[config.mk]
export PLATFORM = sky130hd
export DESIGN_NAME = hscb_top
export DESIGN_NICKNAME = d
export VERILOG_FILES = /design/src/include/hscb_pkg.sv /design/src/hw/hscb_top.sv /design/src/hw/hscb_tx_length_count.sv
export SDC_FILE = /design/constraint.sdc
export NUM_CORES = 1
export LEC_CHECK = 0
export ABC_AREA = 1
export BUFFER_PORTS_ARGS = -buffer_cell sky130_fd_sc_hd__clkbuf_2
export CORE_ASPECT_RATIO = 1.25
export CORE_UTILIZATION = 50
export CTS_CLUSTER_DIAMETER = 40
export CTS_CLUSTER_SIZE = 14
export DETAILED_ROUTE_END_ITERATION = 12
export GPL_ROUTABILITY_DRIVEN = 0
export GPL_TIMING_DRIVEN = 0
export PLACE_DENSITY = 0.74
export REMOVE_ABC_BUFFERS = 1
export SETUP_SLACK_MARGIN = 0.3
export SLEW_MARGIN = 20
export SYNTH_ARGS = -nofsm -noshare
export SYNTH_HDL_FRONTEND = slang
export SYNTH_SLANG_ARGS = --single-unit
export TNS_END_PERCENT = 50
[constraint.sdc]
create_clock -name i_clk -period 1.4 [get_ports i_clk]
set_clock_uncertainty 0.05 [all_clocks]
set_input_delay 0.42 -clock i_clk [delete_from_list [all_inputs] [get_ports i_clk]]
set_output_delay 0.42 -clock i_clk [all_outputs]
set_load 0.005 [all_outputs]
[src/include/hscb_pkg.sv]
/*
  hscb_pkg: constants and carrier types for the hdlc status, received-crc
  and transmit byte count block.
  assumes: included once ahead of every design file that names hscb_pkg.
*/
package hscb_pkg;

  // ----------------------------------------------------------------
  // register offsets on the parallel microprocessor port
  // ----------------------------------------------------------------
  localparam logic [7:0] HSCB_ADDR_CTRL2 = 8'h15;
  localparam logic [7:0] HSCB_ADDR_MASK = 8'h16;
  localparam logic [7:0] HSCB_ADDR_FLAGS = 8'h17;
  localparam logic [7:0] HSCB_ADDR_CRC_HI = 8'h18;
  localparam logic [7:0] HSCB_ADDR_CRC_LO = 8'h19;
  localparam logic [7:0] HSCB_ADDR_TX_LENGTH_COUNT = 8'h1A;

  // ----------------------------------------------------------------
  // field positions
  // ----------------------------------------------------------------
  localparam int HSCB_BIT_GO_AHEAD = 7;
  localparam int HSCB_BIT_RX_END = 6;
  localparam int HSCB_BIT_TX_DONE = 5;
  localparam int HSCB_BIT_RX_LAST = 4;
  localparam int HSCB_BIT_TX_LOW = 3;
  localparam int HSCB_BIT_ABORT_UNDER = 2;
  localparam int HSCB_BIT_RX_HIGH = 1;
  localparam int HSCB_BIT_RX_OVF = 0;
  localparam int HSCB_CTRL2_INTSEL = 7;
  localparam int HSCB_CTRL2_CYCLE = 6;

  // ----------------------------------------------------------------
  // reset values and counts
  // ----------------------------------------------------------------
  localparam logic [7:0] HSCB_RST_BYTE = 8'h00;
  localparam int HSCB_RX_FIFO_DEPTH = 128;
  localparam int HSCB_ABORT_MIN_BITS = 26;

  // ----------------------------------------------------------------
  // carrier types
  // ----------------------------------------------------------------
  // one-cycle events and threshold levels from the hdlc datapath
  typedef struct packed {
    logic go_ahead;        // receiver saw go-ahead pattern
    logic rx_eop_write;    // receiver wrote an end-of-packet byte
    logic tx_eop_sent;     // closing flag sent or packet aborted
    logic rx_last_next;    // byte at rx fifo head ends a packet
    logic tx_below_low;    // level: tx fifo under low threshold
    logic rx_abort;        // abort sequence received
    logic tx_empty_read;   // transmitter read an empty tx fifo
    logic rx_above_full;   // level: rx fifo above full threshold
    logic rx_write_try;    // receiver tries to write rx fifo
    logic rx_bit;          // one packet bit received
    logic rx_flag;         // flag received
    logic rx_fifo_read;    // software read of the rx fifo
    logic rx_fifo_empty;   // level: rx fifo empty
    logic tx_fifo_write;   // software write to tx fifo completed
  } hscb_evt_s;

  // one access of the parallel port, strobes one cycle wide
  typedef struct packed {
    logic rd;
    logic wr;
    logic [7:0] addr;
    logic [7:0] wdata;
  } hscb_bus_s;

endpackage

[src/hw/hscb_top.sv]
/*
  hscb_top: event flags, mask and interrupt, received crc capture and
  transmit byte counter of one hdlc controller.
  assumes: parallel port strobes and datapath events are synchronous to
  i_clk and one cycle wide; threshold inputs are levels.
*/
// What this block does
// - go-ahead pattern seen by receiver sets flag bit 7.
// - receiver writing an end-of-packet byte sets flag bit 6.
// - closing flag sent or packet aborted sets flag bit 5.
// - last byte at rx head, or empty rx read, sets bit 4.
// - tx fifo dropping below low threshold sets flag bit 3.
// - select high: transmitter reading an empty tx fifo sets bit 2.
// - rx fifo rising above full threshold sets flag bit 1.
// - write attempt into full 128-byte rx fifo sets flag bit 0.
// - overflow disables the receiver; the next flag re-enables it.
// - reading the flag register clears its bits.
// - upper received crc byte held in its read-only register.
// - lower received crc byte held in a second read-only register.
// - crc stored as received: msb first, inverted, uncorrected.
// - both crc registers updated at each packet end.
// - byte counter at one tags the next tx fifo write as packet end.
// - counter decrements after each tx fifo write, holding at zero.
// - with cycle set the counter reloads its programmed value.
// - flags set even when masked; masked flags never assert interrupt.
// - bit 7 of control register 2 selects underrun or abort.
`timescale 1ns/100ps
module hscb_top #(
  parameter int RX_DEPTH = hscb_pkg::HSCB_RX_FIFO_DEPTH,
  parameter int ABORT_MIN = hscb_pkg::HSCB_ABORT_MIN_BITS
) (
  // clock and reset
  input wire logic i_clk,
  input wire logic i_rst_n,
  // microprocessor port
  input wire hscb_pkg::hscb_bus_s i_bus,
  output logic [7:0] o_rdata,
  output logic o_rd_ack,
  // hdlc datapath
  input wire hscb_pkg::hscb_evt_s i_evt,
  input wire logic [7:0] i_rx_fifo_count,
  input wire logic [15:0] i_rx_crc,
  input wire logic i_rx_crc_valid,
  // controls back to the datapath
  output logic o_rx_enable,
  output logic o_tx_eop_tag,
  // interrupt
  output logic o_irq_n
);

  // ----------------------------------------------------------------
  // access decode
  // ----------------------------------------------------------------
  function automatic logic hit(input hscb_pkg::hscb_bus_s b, input logic [7:0] a);
    hit = (b.addr == a);
  endfunction

  logic wr_ctrl2, wr_mask, wr_tx_length_count, rd_flags;

  // write and read-side-effect strobes
  always_comb begin
    wr_ctrl2 = i_bus.wr && hit(i_bus, hscb_pkg::HSCB_ADDR_CTRL2);
    wr_mask = i_bus.wr && hit(i_bus, hscb_pkg::HSCB_ADDR_MASK);
    wr_tx_length_count = i_bus.wr && hit(i_bus, hscb_pkg::HSCB_ADDR_TX_LENGTH_COUNT);
    rd_flags = i_bus.rd && hit(i_bus, hscb_pkg::HSCB_ADDR_FLAGS);
  end

  // ----------------------------------------------------------------
  // control and mask registers
  // ----------------------------------------------------------------
  logic [7:0] ctrl2_r, ctrl2_nxt;
  logic [7:0] mask_r, mask_nxt;
  logic intsel, cycle;

  // software writes
  always_comb begin
    ctrl2_nxt = wr_ctrl2 ? i_bus.wdata : ctrl2_r;
    mask_nxt = wr_mask ? i_bus.wdata : mask_r;
  end

  always_ff @(posedge i_clk) begin
    if (!i_rst_n) begin
      ctrl2_r <= hscb_pkg::HSCB_RST_BYTE;
      mask_r <= hscb_pkg::HSCB_RST_BYTE;
    end else begin
      ctrl2_r <= ctrl2_nxt;
      mask_r <= mask_nxt;
    end
  end

  assign intsel = ctrl2_r[hscb_pkg::HSCB_CTRL2_INTSEL];
  assign cycle = ctrl2_r[hscb_pkg::HSCB_CTRL2_CYCLE];

  // ----------------------------------------------------------------
  // receive bit count for abort qualification
  // ----------------------------------------------------------------
  localparam int BW = $clog2(ABORT_MIN + 1);
  localparam logic [BW-1:0] BITS_MIN = BW'(ABORT_MIN);
  logic [BW-1:0] bits_r, bits_nxt;
  logic long_enough;

  // restart at each flag, saturate at the minimum
  always_comb begin
    bits_nxt = bits_r;
    if (i_evt.rx_flag) begin
      bits_nxt = '0;
    end else if (i_evt.rx_bit && bits_r != BITS_MIN) begin
      bits_nxt = bits_r + BW'(1);
    end
  end

  always_ff @(posedge i_clk) begin
    if (!i_rst_n) begin
      bits_r <= '0;
    end else begin
      bits_r <= bits_nxt;
    end
  end

  assign long_enough = (bits_r == BITS_MIN);

  // ----------------------------------------------------------------
  // threshold edges, overflow and receiver enable
  // ----------------------------------------------------------------
  logic tx_low_d_r, rx_high_d_r;
  logic rx_en_r, rx_en_nxt;
  logic ovf;

  // write attempt while all locations hold data
  assign ovf = i_evt.rx_write_try && (i_rx_fifo_count == 8'(RX_DEPTH));

  // overflow stops the receiver until the next flag
  always_comb begin
    rx_en_nxt = rx_en_r;
    if (ovf) begin
      rx_en_nxt = 1'b0;
    end else if (i_evt.rx_flag) begin
      rx_en_nxt = 1'b1;
    end
  end

  always_ff @(posedge i_clk) begin
    if (!i_rst_n) begin
      tx_low_d_r <= 1'b0;
      rx_high_d_r <= 1'b0;
      rx_en_r <= 1'b1;
    end else begin
      tx_low_d_r <= i_evt.tx_below_low;
      rx_high_d_r <= i_evt.rx_above_full;
      rx_en_r <= rx_en_nxt;
    end
  end

  // ----------------------------------------------------------------
  // event flags
  // ----------------------------------------------------------------
  logic [7:0] set_vec;
  logic [7:0] flags_r, flags_nxt;

  // events mapped onto flag bits regardless of mask
  always_comb begin
    set_vec = '0;
    set_vec[hscb_pkg::HSCB_BIT_GO_AHEAD] = i_evt.go_ahead;
    set_vec[hscb_pkg::HSCB_BIT_RX_END] = i_evt.rx_eop_write;
    set_vec[hscb_pkg::HSCB_BIT_TX_DONE] = i_evt.tx_eop_sent;
    set_vec[hscb_pkg::HSCB_BIT_RX_LAST] = i_evt.rx_last_next
      || (i_evt.rx_fifo_read && i_evt.rx_fifo_empty);
    set_vec[hscb_pkg::HSCB_BIT_TX_LOW] = i_evt.tx_below_low && !tx_low_d_r;
    set_vec[hscb_pkg::HSCB_BIT_ABORT_UNDER] = intsel ? i_evt.tx_empty_read
      : (i_evt.rx_abort && long_enough);
    set_vec[hscb_pkg::HSCB_BIT_RX_HIGH] = i_evt.rx_above_full && !rx_high_d_r;
    set_vec[hscb_pkg::HSCB_BIT_RX_OVF] = ovf;
  end

  // clear on read; a set in the same cycle wins
  always_comb begin
    flags_nxt = (rd_flags ? 8'h00 : flags_r) | set_vec;
  end

  always_ff @(posedge i_clk) begin
    if (!i_rst_n) begin
      flags_r <= hscb_pkg::HSCB_RST_BYTE;
    end else begin
      flags_r <= flags_nxt;
    end
  end

  // ----------------------------------------------------------------
  // received crc capture
  // ----------------------------------------------------------------
  logic [7:0] crc_hi_r, crc_hi_nxt, crc_lo_r, crc_lo_nxt;

  // bits kept exactly as sent, overwritten at each packet end
  always_comb begin
    crc_hi_nxt = i_rx_crc_valid ? i_rx_crc[15:8] : crc_hi_r;
    crc_lo_nxt = i_rx_crc_valid ? i_rx_crc[7:0] : crc_lo_r;
  end

  always_ff @(posedge i_clk) begin
    if (!i_rst_n) begin
      crc_hi_r <= hscb_pkg::HSCB_RST_BYTE;
      crc_lo_r <= hscb_pkg::HSCB_RST_BYTE;
    end else begin
      crc_hi_r <= crc_hi_nxt;
      crc_lo_r <= crc_lo_nxt;
    end
  end

  // ----------------------------------------------------------------
  // transmit byte counter
  // ----------------------------------------------------------------
  logic [7:0] tx_length_count;
  logic txtag;

  hscb_tx_length_count #(
    .W(8)
  ) u_tx_length_count (
    .i_clk(i_clk),
    .i_rst_n(i_rst_n),
    .i_load(wr_tx_length_count),
    .i_load_val(i_bus.wdata),
    .i_wr_done(i_evt.tx_fifo_write),
    .i_cycle(cycle),
    .o_count(tx_length_count),
    .o_tag(txtag)
  );

  // ----------------------------------------------------------------
  // read data, interrupt and output registers
  // ----------------------------------------------------------------
  logic [7:0] rdata_r, rdata_nxt;
  logic ack_r, irq_n_r, tag_r;

  // read mux; unmapped offsets read zero
  always_comb begin
    rdata_nxt = rdata_r;
    if (i_bus.rd) begin
      unique case (i_bus.addr)
        hscb_pkg::HSCB_ADDR_CTRL2: rdata_nxt = ctrl2_r;
        hscb_pkg::HSCB_ADDR_MASK: rdata_nxt = mask_r;
        hscb_pkg::HSCB_ADDR_FLAGS: rdata_nxt = flags_r;
        hscb_pkg::HSCB_ADDR_CRC_HI: rdata_nxt = crc_hi_r;
        hscb_pkg::HSCB_ADDR_CRC_LO: rdata_nxt = crc_lo_r;
        hscb_pkg::HSCB_ADDR_TX_LENGTH_COUNT: rdata_nxt = tx_length_count;
        default: rdata_nxt = 8'h00;
      endcase
    end
  end

  always_ff @(posedge i_clk) begin
    if (!i_rst_n) begin
      rdata_r <= hscb_pkg::HSCB_RST_BYTE;
      ack_r <= 1'b0;
      irq_n_r <= 1'b1;
      tag_r <= 1'b0;
    end else begin
      rdata_r <= rdata_nxt;
      ack_r <= i_bus.rd;
      irq_n_r <= ~|(flags_r & mask_r);
      tag_r <= txtag;
    end
  end

  assign o_rdata = rdata_r;
  assign o_rd_ack = ack_r;
  assign o_irq_n = irq_n_r;
  assign o_rx_enable = rx_en_r;
  assign o_tx_eop_tag = tag_r;
endmodule

[src/hw/hscb_tx_length_count.sv]
/*
  hscb_tx_length_count: transmit byte counter that tags the end-of-packet byte.
  assumes: load and write-done pulses are one clock wide and synchronous.
*/
`timescale 1ns/100ps
module hscb_tx_length_count #(
  parameter int W = 8
) (
  // clock and reset
  input wire logic i_clk,
  input wire logic i_rst_n,
  // control
  input wire logic i_load,
  input wire logic [W-1:0] i_load_val,
  input wire logic i_wr_done,
  input wire logic i_cycle,
  // state
  output logic [W-1:0] o_count,
  output logic o_tag
);

  // ----------------------------------------------------------------
  // counter
  // ----------------------------------------------------------------
  localparam logic [W-1:0] ONE = W'(1);
  localparam logic [W-1:0] ZERO = W'(0);

  logic [W-1:0] prog_r, prog_nxt;
  logic [W-1:0] count_r, count_nxt;

  // load, decrement after each write down to zero, reload when cycling
  always_comb begin
    prog_nxt = prog_r;
    count_nxt = count_r;
    if (i_load) begin
      prog_nxt = i_load_val;
      count_nxt = i_load_val;
    end else if (i_wr_done) begin
      if (count_r == ONE && i_cycle) begin
        count_nxt = prog_r;
      end else if (count_r != ZERO) begin
        count_nxt = count_r - ONE;
      end
    end
  end

  // registers
  always_ff @(posedge i_clk) begin
    if (!i_rst_n) begin
      prog_r <= ZERO;
      count_r <= ZERO;
    end else begin
      prog_r <= prog_nxt;
      count_r <= count_nxt;
    end
  end

  assign o_count = count_r;
  assign o_tag = (count_r == ONE);
endmodule

Yosys cells after proc, flatten, opt, wreduce, memory -nomap -nowiden --
Index checks and enable logic that the tools add are counted.
Cells by class: add/subtract/negate cells 2, equality and inequality tests 10, mux-type cells 9, bitwise logic cells 3, reductions and logical operators 22
Operators by type and width (number):
- 8-bit by 5-bit equality test with 1-bit output, second input constant | 6
- 8-bit case mux with 6 select lines | 1
- 8-bit two-way mux | 5
- 1-bit logical AND | 11
- 8-bit AND | 1
- 8-bit by 1-bit equality test with 1-bit output, second input constant | 1
- 8-bit equality test, second input constant | 1
- 8-bit bitwise OR | 1
- 8-bit nonzero test | 1
- 8-bit OR reduction | 1
- 8-bit by 1-bit subtractor with 8-bit output, second input constant | 1
- 5-bit by 1-bit adder with 5-bit output, second input constant | 1
- 5-bit equality test, second input constant | 1
- 5-bit inequality test, second input constant | 1
- 2-bit nonzero test | 2
- 1-bit zero test | 3
- 1-bit two-way mux | 3
- 3-bit nonzero test | 1
- 2-bit AND reduction | 1
- 2-bit OR reduction | 1
- 1-bit logical OR | 1
- 1-bit inverter | 1
Storage, ports and cells: flip-flop bits (word level) 75, bits of input ports 59, output and inout port bits 12, word-level logic and storage cells 61

Logic depth before layout (Yosys ltp) --
Gate-level depths: netlist (run 1).
depth after elaboration 5, gate-level depth with buffers 11, mapped depth without buffers 11

By module --
A second synthesis (run 1) with hierarchy kept.
Unflattened totals: cell total of the unflattened synthesis 543, area, all modules 3734.8 µm²
Modules (own cells, without submodules):
- hscb_top | times used 1, cells an instance 380, area each 2717.6 µm², sequential area each 1181.1 µm²
- hscb_tx_length_count | times used 1, cells an instance 163, area each 1017.2 µm², sequential area each 320.3 µm²

Least setup slack after synthesis (run 1) --
Ideal clock, no wire load.
path kind input to register, from input port i_bus[13] (netlist name), to register ctrl2_r[3], setup time 119 ps, data arrival time 1362 ps, data required time 1231 ps, path slack -131 ps, stages 9, path buffers 1, cells stage by stage inv_1 nand2_1 nor2_4 nand2_2 nor2_4 nand2_2 buf_6 o21ai_0 a21oi_1
On the way: cells in the longest elaborated chain, start to end 2
RTL lines:
- start: declaration | line hscb_top.sv:36 | input wire hscb_pkg::hscb_bus_s i_bus,
- 8-bit by 5-bit equality test with 1-bit output | line hscb_top.sv:55 | hit = (b.addr == a);
- 1-bit logical AND | line hscb_top.sv:62 | wr_ctrl2 = i_bus.wr && hit(i_bus, hscb_pkg::HSCB_ADDR_CTRL2);
- end signal: assignment | line hscb_top.sv:83 | ctrl2_r <= hscb_pkg::HSCB_RST_BYTE;
- end signal: assignment | line hscb_top.sv:86 | ctrl2_r <= ctrl2_nxt;
- end: declaration | line hscb_top.sv:71 | logic [7:0] ctrl2_r, ctrl2_nxt;
No other way between the ends. A chain may end at the register's enable or synchronous reset.

Worst setup path after layout (run 1) --
from register u_tx_length_count.count_r[5] (netlist: u_tx_length_count.o_count[5]), to register u_tx_length_count.count_r[6] (netlist: u_tx_length_count.o_count[6])
On the way: cells in the longest elaborated chain, start to end 5, elaborated cells on any way between the ends 10, classes of those cells add/sub (1); eq/ne (1); mux (4); reduce/logical (4)
RTL lines:
- start: declaration | line hscb_tx_length_count.sv:29 | logic [W-1:0] count_r, count_nxt;
- start signal: assignment | line hscb_tx_length_count.sv:54 | count_r <= count_nxt;
- 8-bit by 1-bit subtractor with 8-bit output or 8-bit by 1-bit equality test with 1-bit output (tied branches) | line hscb_tx_length_count.sv:42, hscb_tx_length_count.sv:39
- 8-bit two-way mux or 1-bit logical AND (tied branches) | line hscb_tx_length_count.sv:41, hscb_tx_length_count.sv:39
- 8-bit two-way mux | line hscb_tx_length_count.sv:39 | if (count_r == ONE && i_cycle) begin
- 8-bit two-way mux | line hscb_tx_length_count.sv:38 | end else if (i_wr_done) begin
- 8-bit two-way mux | line hscb_tx_length_count.sv:35 | if (i_load) begin
Parallel ways exist; a longest one is shown, timed or not. The select of a mux whose other input is x is not followed.

==> impl_metrics.env, run 1 <==
export IMPL_slowest_delay_ns=0.38
export IMPL_cts_hold_buf=0
export IMPL_min_period_over_period_pct=110
export IMPL_die_area_um2=7650
export IMPL_place_hpwl_um=6540
export IMPL_area_growth_pct=46.5
export IMPL_ys_ff_latch=75
export IMPL_arrival_ns=1.76
export IMPL_viasPerCell=5.63
export IMPL_pin_count=71
export IMPL_max_vdd_ir_drop_v=0.000846
export IMPL_antenna_found_initial=0
export IMPL_first_pass_iters=5
export IMPL_power_density_nw_per_um2=1290
export IMPL_fp_dieH_um=97.6
export IMPL_grt_overflow=0
export IMPL_drt_iter0_drc=325
export IMPL_finalSetupViolations=25
export IMPL_drt_total_wl_um=12200
export IMPL_path_cells="nor2_4 -> nand2_4 -> inv_4 -> nand4_1 -> buf_4 -> nand3_2 -> nand2_1 -> nor2_1 -> nor2_1"
export IMPL_synthesis_area_um2=3650
export IMPL_min_delay_start="i_evt[9]"
export IMPL_cp_required_ns=1.61
export IMPL_cts_max_level=3
export IMPL_yosysWarnings=0
export IMPL_holdPathStages=3
export IMPL_start_util_pct=52.0
export IMPL_cts_made_buffers=9
export IMPL_critPathMaxFanout=6
export IMPL_holdPathEnd="tx_low_d_r"
export IMPL_maxCapViolations=0
export IMPL_rows=34
export IMPL_worst_slew_pin_slew_ns=0.487
export IMPL_seq_area_frac_synth_pct=41.1
export IMPL_p_leak_nw=2.36
export IMPL_relSlewSlack_pct=67.6
export IMPL_io_buffer_count=70
export IMPL_cts_buffer_depth=2
export IMPL_vias=4141
export IMPL_diodes=0
export IMPL_cts_sinks=75
export IMPL_period_minus_slack_ns=1.55
export IMPL_nets=705
export IMPL_ys_types=35
export IMPL_clockRootBuffer="clkbuf_8"
export IMPL_critPathSlowestCell="dfxtp_4"
export IMPL_fmax_mhz=647
export IMPL_cts_tree="done"
export IMPL_remaining_drc_errors=0
export IMPL_nFillCells=492
export IMPL_place_ws_ns=-1.53
export IMPL_postSynthCellCount=528
export IMPL_violations="negative setup slack"
export IMPL_reg2reg_to="u_tx_length_count.o_count[6]"
export IMPL_cp_end_kind="flop"
export IMPL_cts_clk_slew_worst_paths_ns=0.08
export IMPL_layout_drive_gt1_share_pct=41.2
export IMPL_reg2reg_slack_ns=-0.15
export IMPL_layout_setup_ws_ns=-0.146
export IMPL_crit_type="reg2reg"
export IMPL_crit_buf_inv=2
export IMPL_hp_class="in2reg"
export IMPL_core_um2=7020
export IMPL_grt_usage_pct=29.2
export IMPL_start_kind="flop"
export IMPL_rsz0062_at_grt="yes"
export IMPL_status="finished, violations left"
export IMPL_grt_pass1_wl_um=17400
export IMPL_die_x_um=78.4
export IMPL_fin_util_pct=76.2
export IMPL_wl_per_cell_um=16.6
export IMPL_cp_top_family="simple AND/OR/NAND/NOR gates"
export IMPL_report_final_slew_viol_count=0
export IMPL_ant_nets=0
export IMPL_fin_cells=736
export IMPL_grt_pass1_vias=3861
export IMPL_r2r_start="u_tx_length_count.o_count[5]"
export IMPL_dpl_cell_count=670
export IMPL_avgSynthCellArea_um2=6.92
export IMPL_crit_top_cell="nor2_1"
export IMPL_hold_violations=0
export IMPL_grt_max_degree=46
export IMPL_clock_latency_ns=0.37
export IMPL_reg2reg_depth=9
## report_power, final
part / leakage, nW / switching [W] / total [W] / internal, W
Combinational: 1.62 / 0.00139 / 0.00232 / 0.000934
Clock: 0.123 / 0.000830 / 0.00206 / 0.00123
Sequential: 0.621 / 0.000187 / 0.00250 / 0.00232
## per-layer routing
layer | vias up | wire, um | part of all wire [%] | track usage, %
met1 | 1926 | 4530 | 37 | 32.9
met3 | 59 | 776 | 6.3 | 4.23
met2 | 214 | 6330 | 52 | 51.6
met5 | - | 0 | 0 | 0
li1 | 1942 | - | - | -
met4 | 0 | 603 | 4.9 | 16.8
## cell type report
| type | instances | area (um2) | share of cell area [%] |
|---|---|---|---|
| flip-flops and latches | 75 | 1530 | 28.7 |
| multi-input cells | 352 | 2210 | 41.3 |
| well taps | 90 | 113 | 2.10 |
| clock buffers | 11 | 141 | 2.64 |
| clock inverters | 5 | 100 | 1.87 |
| inverters | 86 | 359 | 6.71 |
| repair buffers | 116 | 885 | 16.5 |
| repair inverters | 1 | 8.76 | 0.164 |
## per-stage QoR
| stage | power (W) | area, um2 | TNS [ns] | hold slack [ns] |
|---|---|---|---|---|
| after floorplan | 0.00345 | 3550 | -9.78 | 0.349 |
| after global placement | 0.00379 | 4020 | -51.74 | 0.351 |
| after detailed placement | 0.00383 | 4020 | -54.53 | 0.362 |
| after CTS | 0.00622 | 4960 | -0.192 | 0.218 |
| after global routing | 0.00718 | 5350 | -3.93 | 0.232 |
| final | 0.00688 | 5350 | -1.35 | 0.214 |
## flip-flops by register name, summed over array words and instances (netlist names), 5 cells and up
name	cells
mask_r	8
bits_r	5
crc_hi_r	8
o_rdata	8
flags_r	8
u_tx_length_count.prog_r	8
crc_lo_r	8
u_tx_length_count.o_count	8
ctrl2_r	8
## synthesized netlist by cell type (all sizes together)
library cell	instances	area (um2)
o22ai	7	43.8
a31oi	1	6.26
nor4	1	6.26
o21ai	56	280
inv	84	315
clkbuf	10	37.5
o31ai	1	7.51
clkinv	2	7.51
nand3	31	175
xor2	5	43.8
nand2	96	373
dfxtp	75	1500
nor2	65	262
a221oi	2	17.5
nor3	8	51.3
o21a	1	7.51
buf	8	60.1
o32ai	1	8.76
ha	5	62.6
o211ai	1	7.51
nor3b	1	7.51
nand3b	7	52.6
nand4	7	50.1
or2	2	12.5
a21oi	51	255
## worst min-delay path: stages
cell and delay [ns]:
clkbuf_2 0.08, nand2_1 0.05, inv_1 0.05
## worst max path at each step
| stage | slack [ns] | startpoint | to | depth (start not counted) |
|---|---|---|---|---|
| after floorplan | -0.40 | i_bus[13] | u_tx_length_count.o_count[4] | 8 |
| after global placement | -1.51 | i_rst_n | o_rx_enable | 5 |
| after detailed placement | -1.53 | i_rst_n | o_rx_enable | 5 |
| after CTS | -0.04 | u_tx_length_count.o_count[1] | u_tx_length_count.o_count[0] | 12 |
| after global routing | -0.25 | u_tx_length_count.o_count[1] | u_tx_length_count.o_count[5] | 10 |
| final | -0.15 | u_tx_length_count.o_count[5] | u_tx_length_count.o_count[6] | 9 |
## repair_timing
action                                 in CTS  in global routing
cloned                                      4                  1
pin swaps                                  37                 39
buffers inserted                           33                 12
endpoints found under the hold margin       0                  0
setup endpoints to repair                  80                 81
gates resized for setup                   123                 96
## cell usage in the layout, fill, tap and decap left out, types with 5 or more instances in the layout
master,n
dfxtp_1,55
nor2_2,5
nor3_2,5
nand3_4,8
clkbuf_8,10
nand3b_1,7
o21ai_1,16
dfxtp_2,17
nor2_1,51
nand3_1,21
nand2_1,59
nand4_1,6
buf_4,21
nand2_2,28
buf_6,23
xor2_1,5
o22ai_1,5
o21ai_0,32
clkbuf_2,65
nor2_4,9
inv_1,68
o21ai_2,8
nand3_2,5
a21oi_1,44
a21oi_2,7
nand2_4,9
inv_2,11
## kinds of logic (layout without fill, tap and decap cells)
group,after synthesis,count (layout),synth area share (%)
buf+inv,104,219,11.5
compound gates,121,121,17.4
flops,75,75,41.1
xor+xnor,5,5,1.20
simple gates,218,221,27.1
fa+ha+maj,5,5,1.71
Power figures use the tool's default switching activity.
==> run 2, diff against run 1 <==
--- a/config.mk
+++ b/config.mk
@@ -6,7 +6,7 @@
 export NUM_CORES = 1
 export LEC_CHECK = 0
 export ABC_AREA = 1
-export BUFFER_PORTS_ARGS = -buffer_cell sky130_fd_sc_hd__clkbuf_2
+export BUFFER_PORTS_ARGS = -buffer_cell sky130_fd_sc_hd__buf_2
 export CORE_ASPECT_RATIO = 1.25
 export CORE_UTILIZATION = 50
 export CTS_CLUSTER_DIAMETER = 40
@@ -15,7 +15,7 @@
 export GPL_ROUTABILITY_DRIVEN = 0
 export GPL_TIMING_DRIVEN = 0
 export PLACE_DENSITY = 0.74
-export REMOVE_ABC_BUFFERS = 1
+export RECOVER_POWER = 25
 export SETUP_SLACK_MARGIN = 0.3
 export SLEW_MARGIN = 20
 export SYNTH_ARGS = -nofsm -noshare
==> impl_metrics.env, run 2 (synthesis results as in run 1) <==
export IMPL_status="finished, violations left"
export IMPL_violations="negative setup slack"
export IMPL_core_um2=7020
export IMPL_cts_buffer_depth=2
export IMPL_maxCapViolations=0
export IMPL_cts_tree="done"
export IMPL_die_area_um2=7650
export IMPL_io_buffer_count=68
export IMPL_p_leak_nw=2.46
export IMPL_met3WireLength_um=907
export IMPL_min_period_over_period_pct=113
export IMPL_layout_drive_gt1_share_pct=47.1
export IMPL_cp_end_kind="flop"
export IMPL_first_pass_iters=7
export IMPL_fin_util_pct=80.1
export IMPL_met2_length_um=7120
export IMPL_grt_overflow=0
export IMPL_drt_iter0_drc=323
export IMPL_rows=34
export IMPL_die_x_um=78.4
export IMPL_m1WireLength_um=4830
export IMPL_antenna_found_initial=0
export IMPL_grt_max_degree=13
export IMPL_grt_usage_pct=32.7
export IMPL_ant_nets=0
export IMPL_clock_latency_ns=0.37
export IMPL_layout_common_cells="67 x inv_1, 63 x buf_2, 60 x dfxtp_1, 54 x nand2_1, 45 x nor2_1"
export IMPL_maxUsedRoutingLayer="met4"
export IMPL_fmax_mhz=635
export IMPL_diodes=0
export IMPL_power_density_nw_per_um2=1290
export IMPL_syn_num_nets=592
export IMPL_drt_total_wl_um=13900
export IMPL_vias=4359
export IMPL_fp_dieH_um=97.6
export IMPL_max_vdd_ir_drop_v=0.000872
export IMPL_cp_required_ns=1.65
export IMPL_period_minus_slack_ns=1.58
export IMPL_nets=713
export IMPL_crit_type="reg2reg"
export IMPL_cts_sinks=75
export IMPL_start_util_pct=52.0
export IMPL_layout_setup_ws_ns=-0.175
export IMPL_report_final_slew_viol_count=0
export IMPL_grt_pass1_wl_um=19000
export IMPL_arrival_ns=1.83
export IMPL_mostFrequentLayoutCell="inv_1"
export IMPL_place_hpwl_um=7480
export IMPL_worst_slew_pin_slew_ns=0.665
export IMPL_hold_violations=0
export IMPL_cts_max_level=3
export IMPL_nFillCells=414
export IMPL_fin_tns_setup_ns=-1.49
export IMPL_cts_made_buffers=9
export IMPL_rsz0062_at_grt="yes"
export IMPL_wl_per_cell_um=18.7
export IMPL_grt_pass1_vias=4114
export IMPL_cts_clk_slew_worst_paths_ns=0.09
export IMPL_critPathMaxFanout=4
export IMPL_viasPerCell=5.86
export IMPL_relSlewSlack_pct=55.7
export IMPL_start_kind="flop"
export IMPL_area_growth_pct=53.9
export IMPL_pin_count=71
export IMPL_remaining_drc_errors=0
export IMPL_clockRootBuffer="clkbuf_8"
export IMPL_finalSetupViolations=22
export IMPL_hp_class="in2reg"
[run 2: changes by cell type in the layout (fill, tap and decap cells not counted), sizes merged, moves of 2 or more]
cell	delta
clkinv	-2
nand3	-3
buf	+67
clkbuf	-55
[run 2: stage by stage]
step | total power [W] | hold slack, ns | area [um2] | instances | setup slack [ns]
final | 0.00727 | 0.200 | 5620 | 744 | -0.175
after global routing | 0.00748 | 0.212 | 5620 | 744 | -0.205
after CTS | 0.00673 | 0.205 | 5180 | 734 | 0.0178
after detailed placement | 0.00398 | 0.361 | 4220 | 686 | -0.443
after global placement | 0.00396 | 0.353 | 4220 | 686 | -0.444
after floorplan | 0.00358 | 0.349 | 3770 | 528 | -0.0928
[run 2: per-layer routing]
metal	GRT usage [%]	vias to the layer above
met1	33.1	2004
met5	0	-
met3	6.48	106
li1	-	1953
met2	60.3	296
met4	19.5	0
[run 2: path summary, 6_finish.rpt]
kind	slack (ns)	start	to	cells after the start
setup / recovery	-0.18	u_tx_length_count.o_count[1]	u_tx_length_count.o_count[1]	10
hold / removal	0.20	i_evt[9]	tx_low_d_r	3
setup reg to reg	-0.18	u_tx_length_count.o_count[1]	u_tx_length_count.o_count[1]	10
hold reg to reg	0.37	tx_low_d_r	flags_r[3]	1
[run 2: critical path: stages (launching register included)]
cell and delay (ns):
dfxtp_2 0.33, inv_2 0.07, ha_4 0.17, nand2_1 0.08
nor2_2 0.19, nand3_1 0.14, nand2_1 0.11, nand2_1 0.07
nand2_1 0.08, nand2_1 0.09, a21oi_2 0.12
[run 2: repair_timing]
action	in CTS	in global routing
pin swaps	43	43
buffers inserted	27	10
hold buffers	0	0
gates cloned	5	0
setup endpoints to repair	76	85
resized for setup	134	125
[run 2: cell type report]
| cell class | count | area [um2] | share of cell area, % |
|---|---|---|---|
| clock buffer | 12 | 165 | 2.94 |
| sequential | 75 | 1530 | 27.3 |
| buffer | 18 | 140 | 2.49 |
| inverter | 86 | 365 | 6.50 |
| multi-input combinational | 350 | 2390 | 42.5 |
| clock inverter | 4 | 95.1 | 1.69 |
| timing repair buffer | 109 | 818 | 14.6 |
| tap | 90 | 113 | 2.00 |
[run 2: power by group]
group          switching, W  total [W]  internal, W
clock network      0.000869    0.00220      0.00133
registers          0.000176    0.00250      0.00233
logic               0.00153    0.00257      0.00104
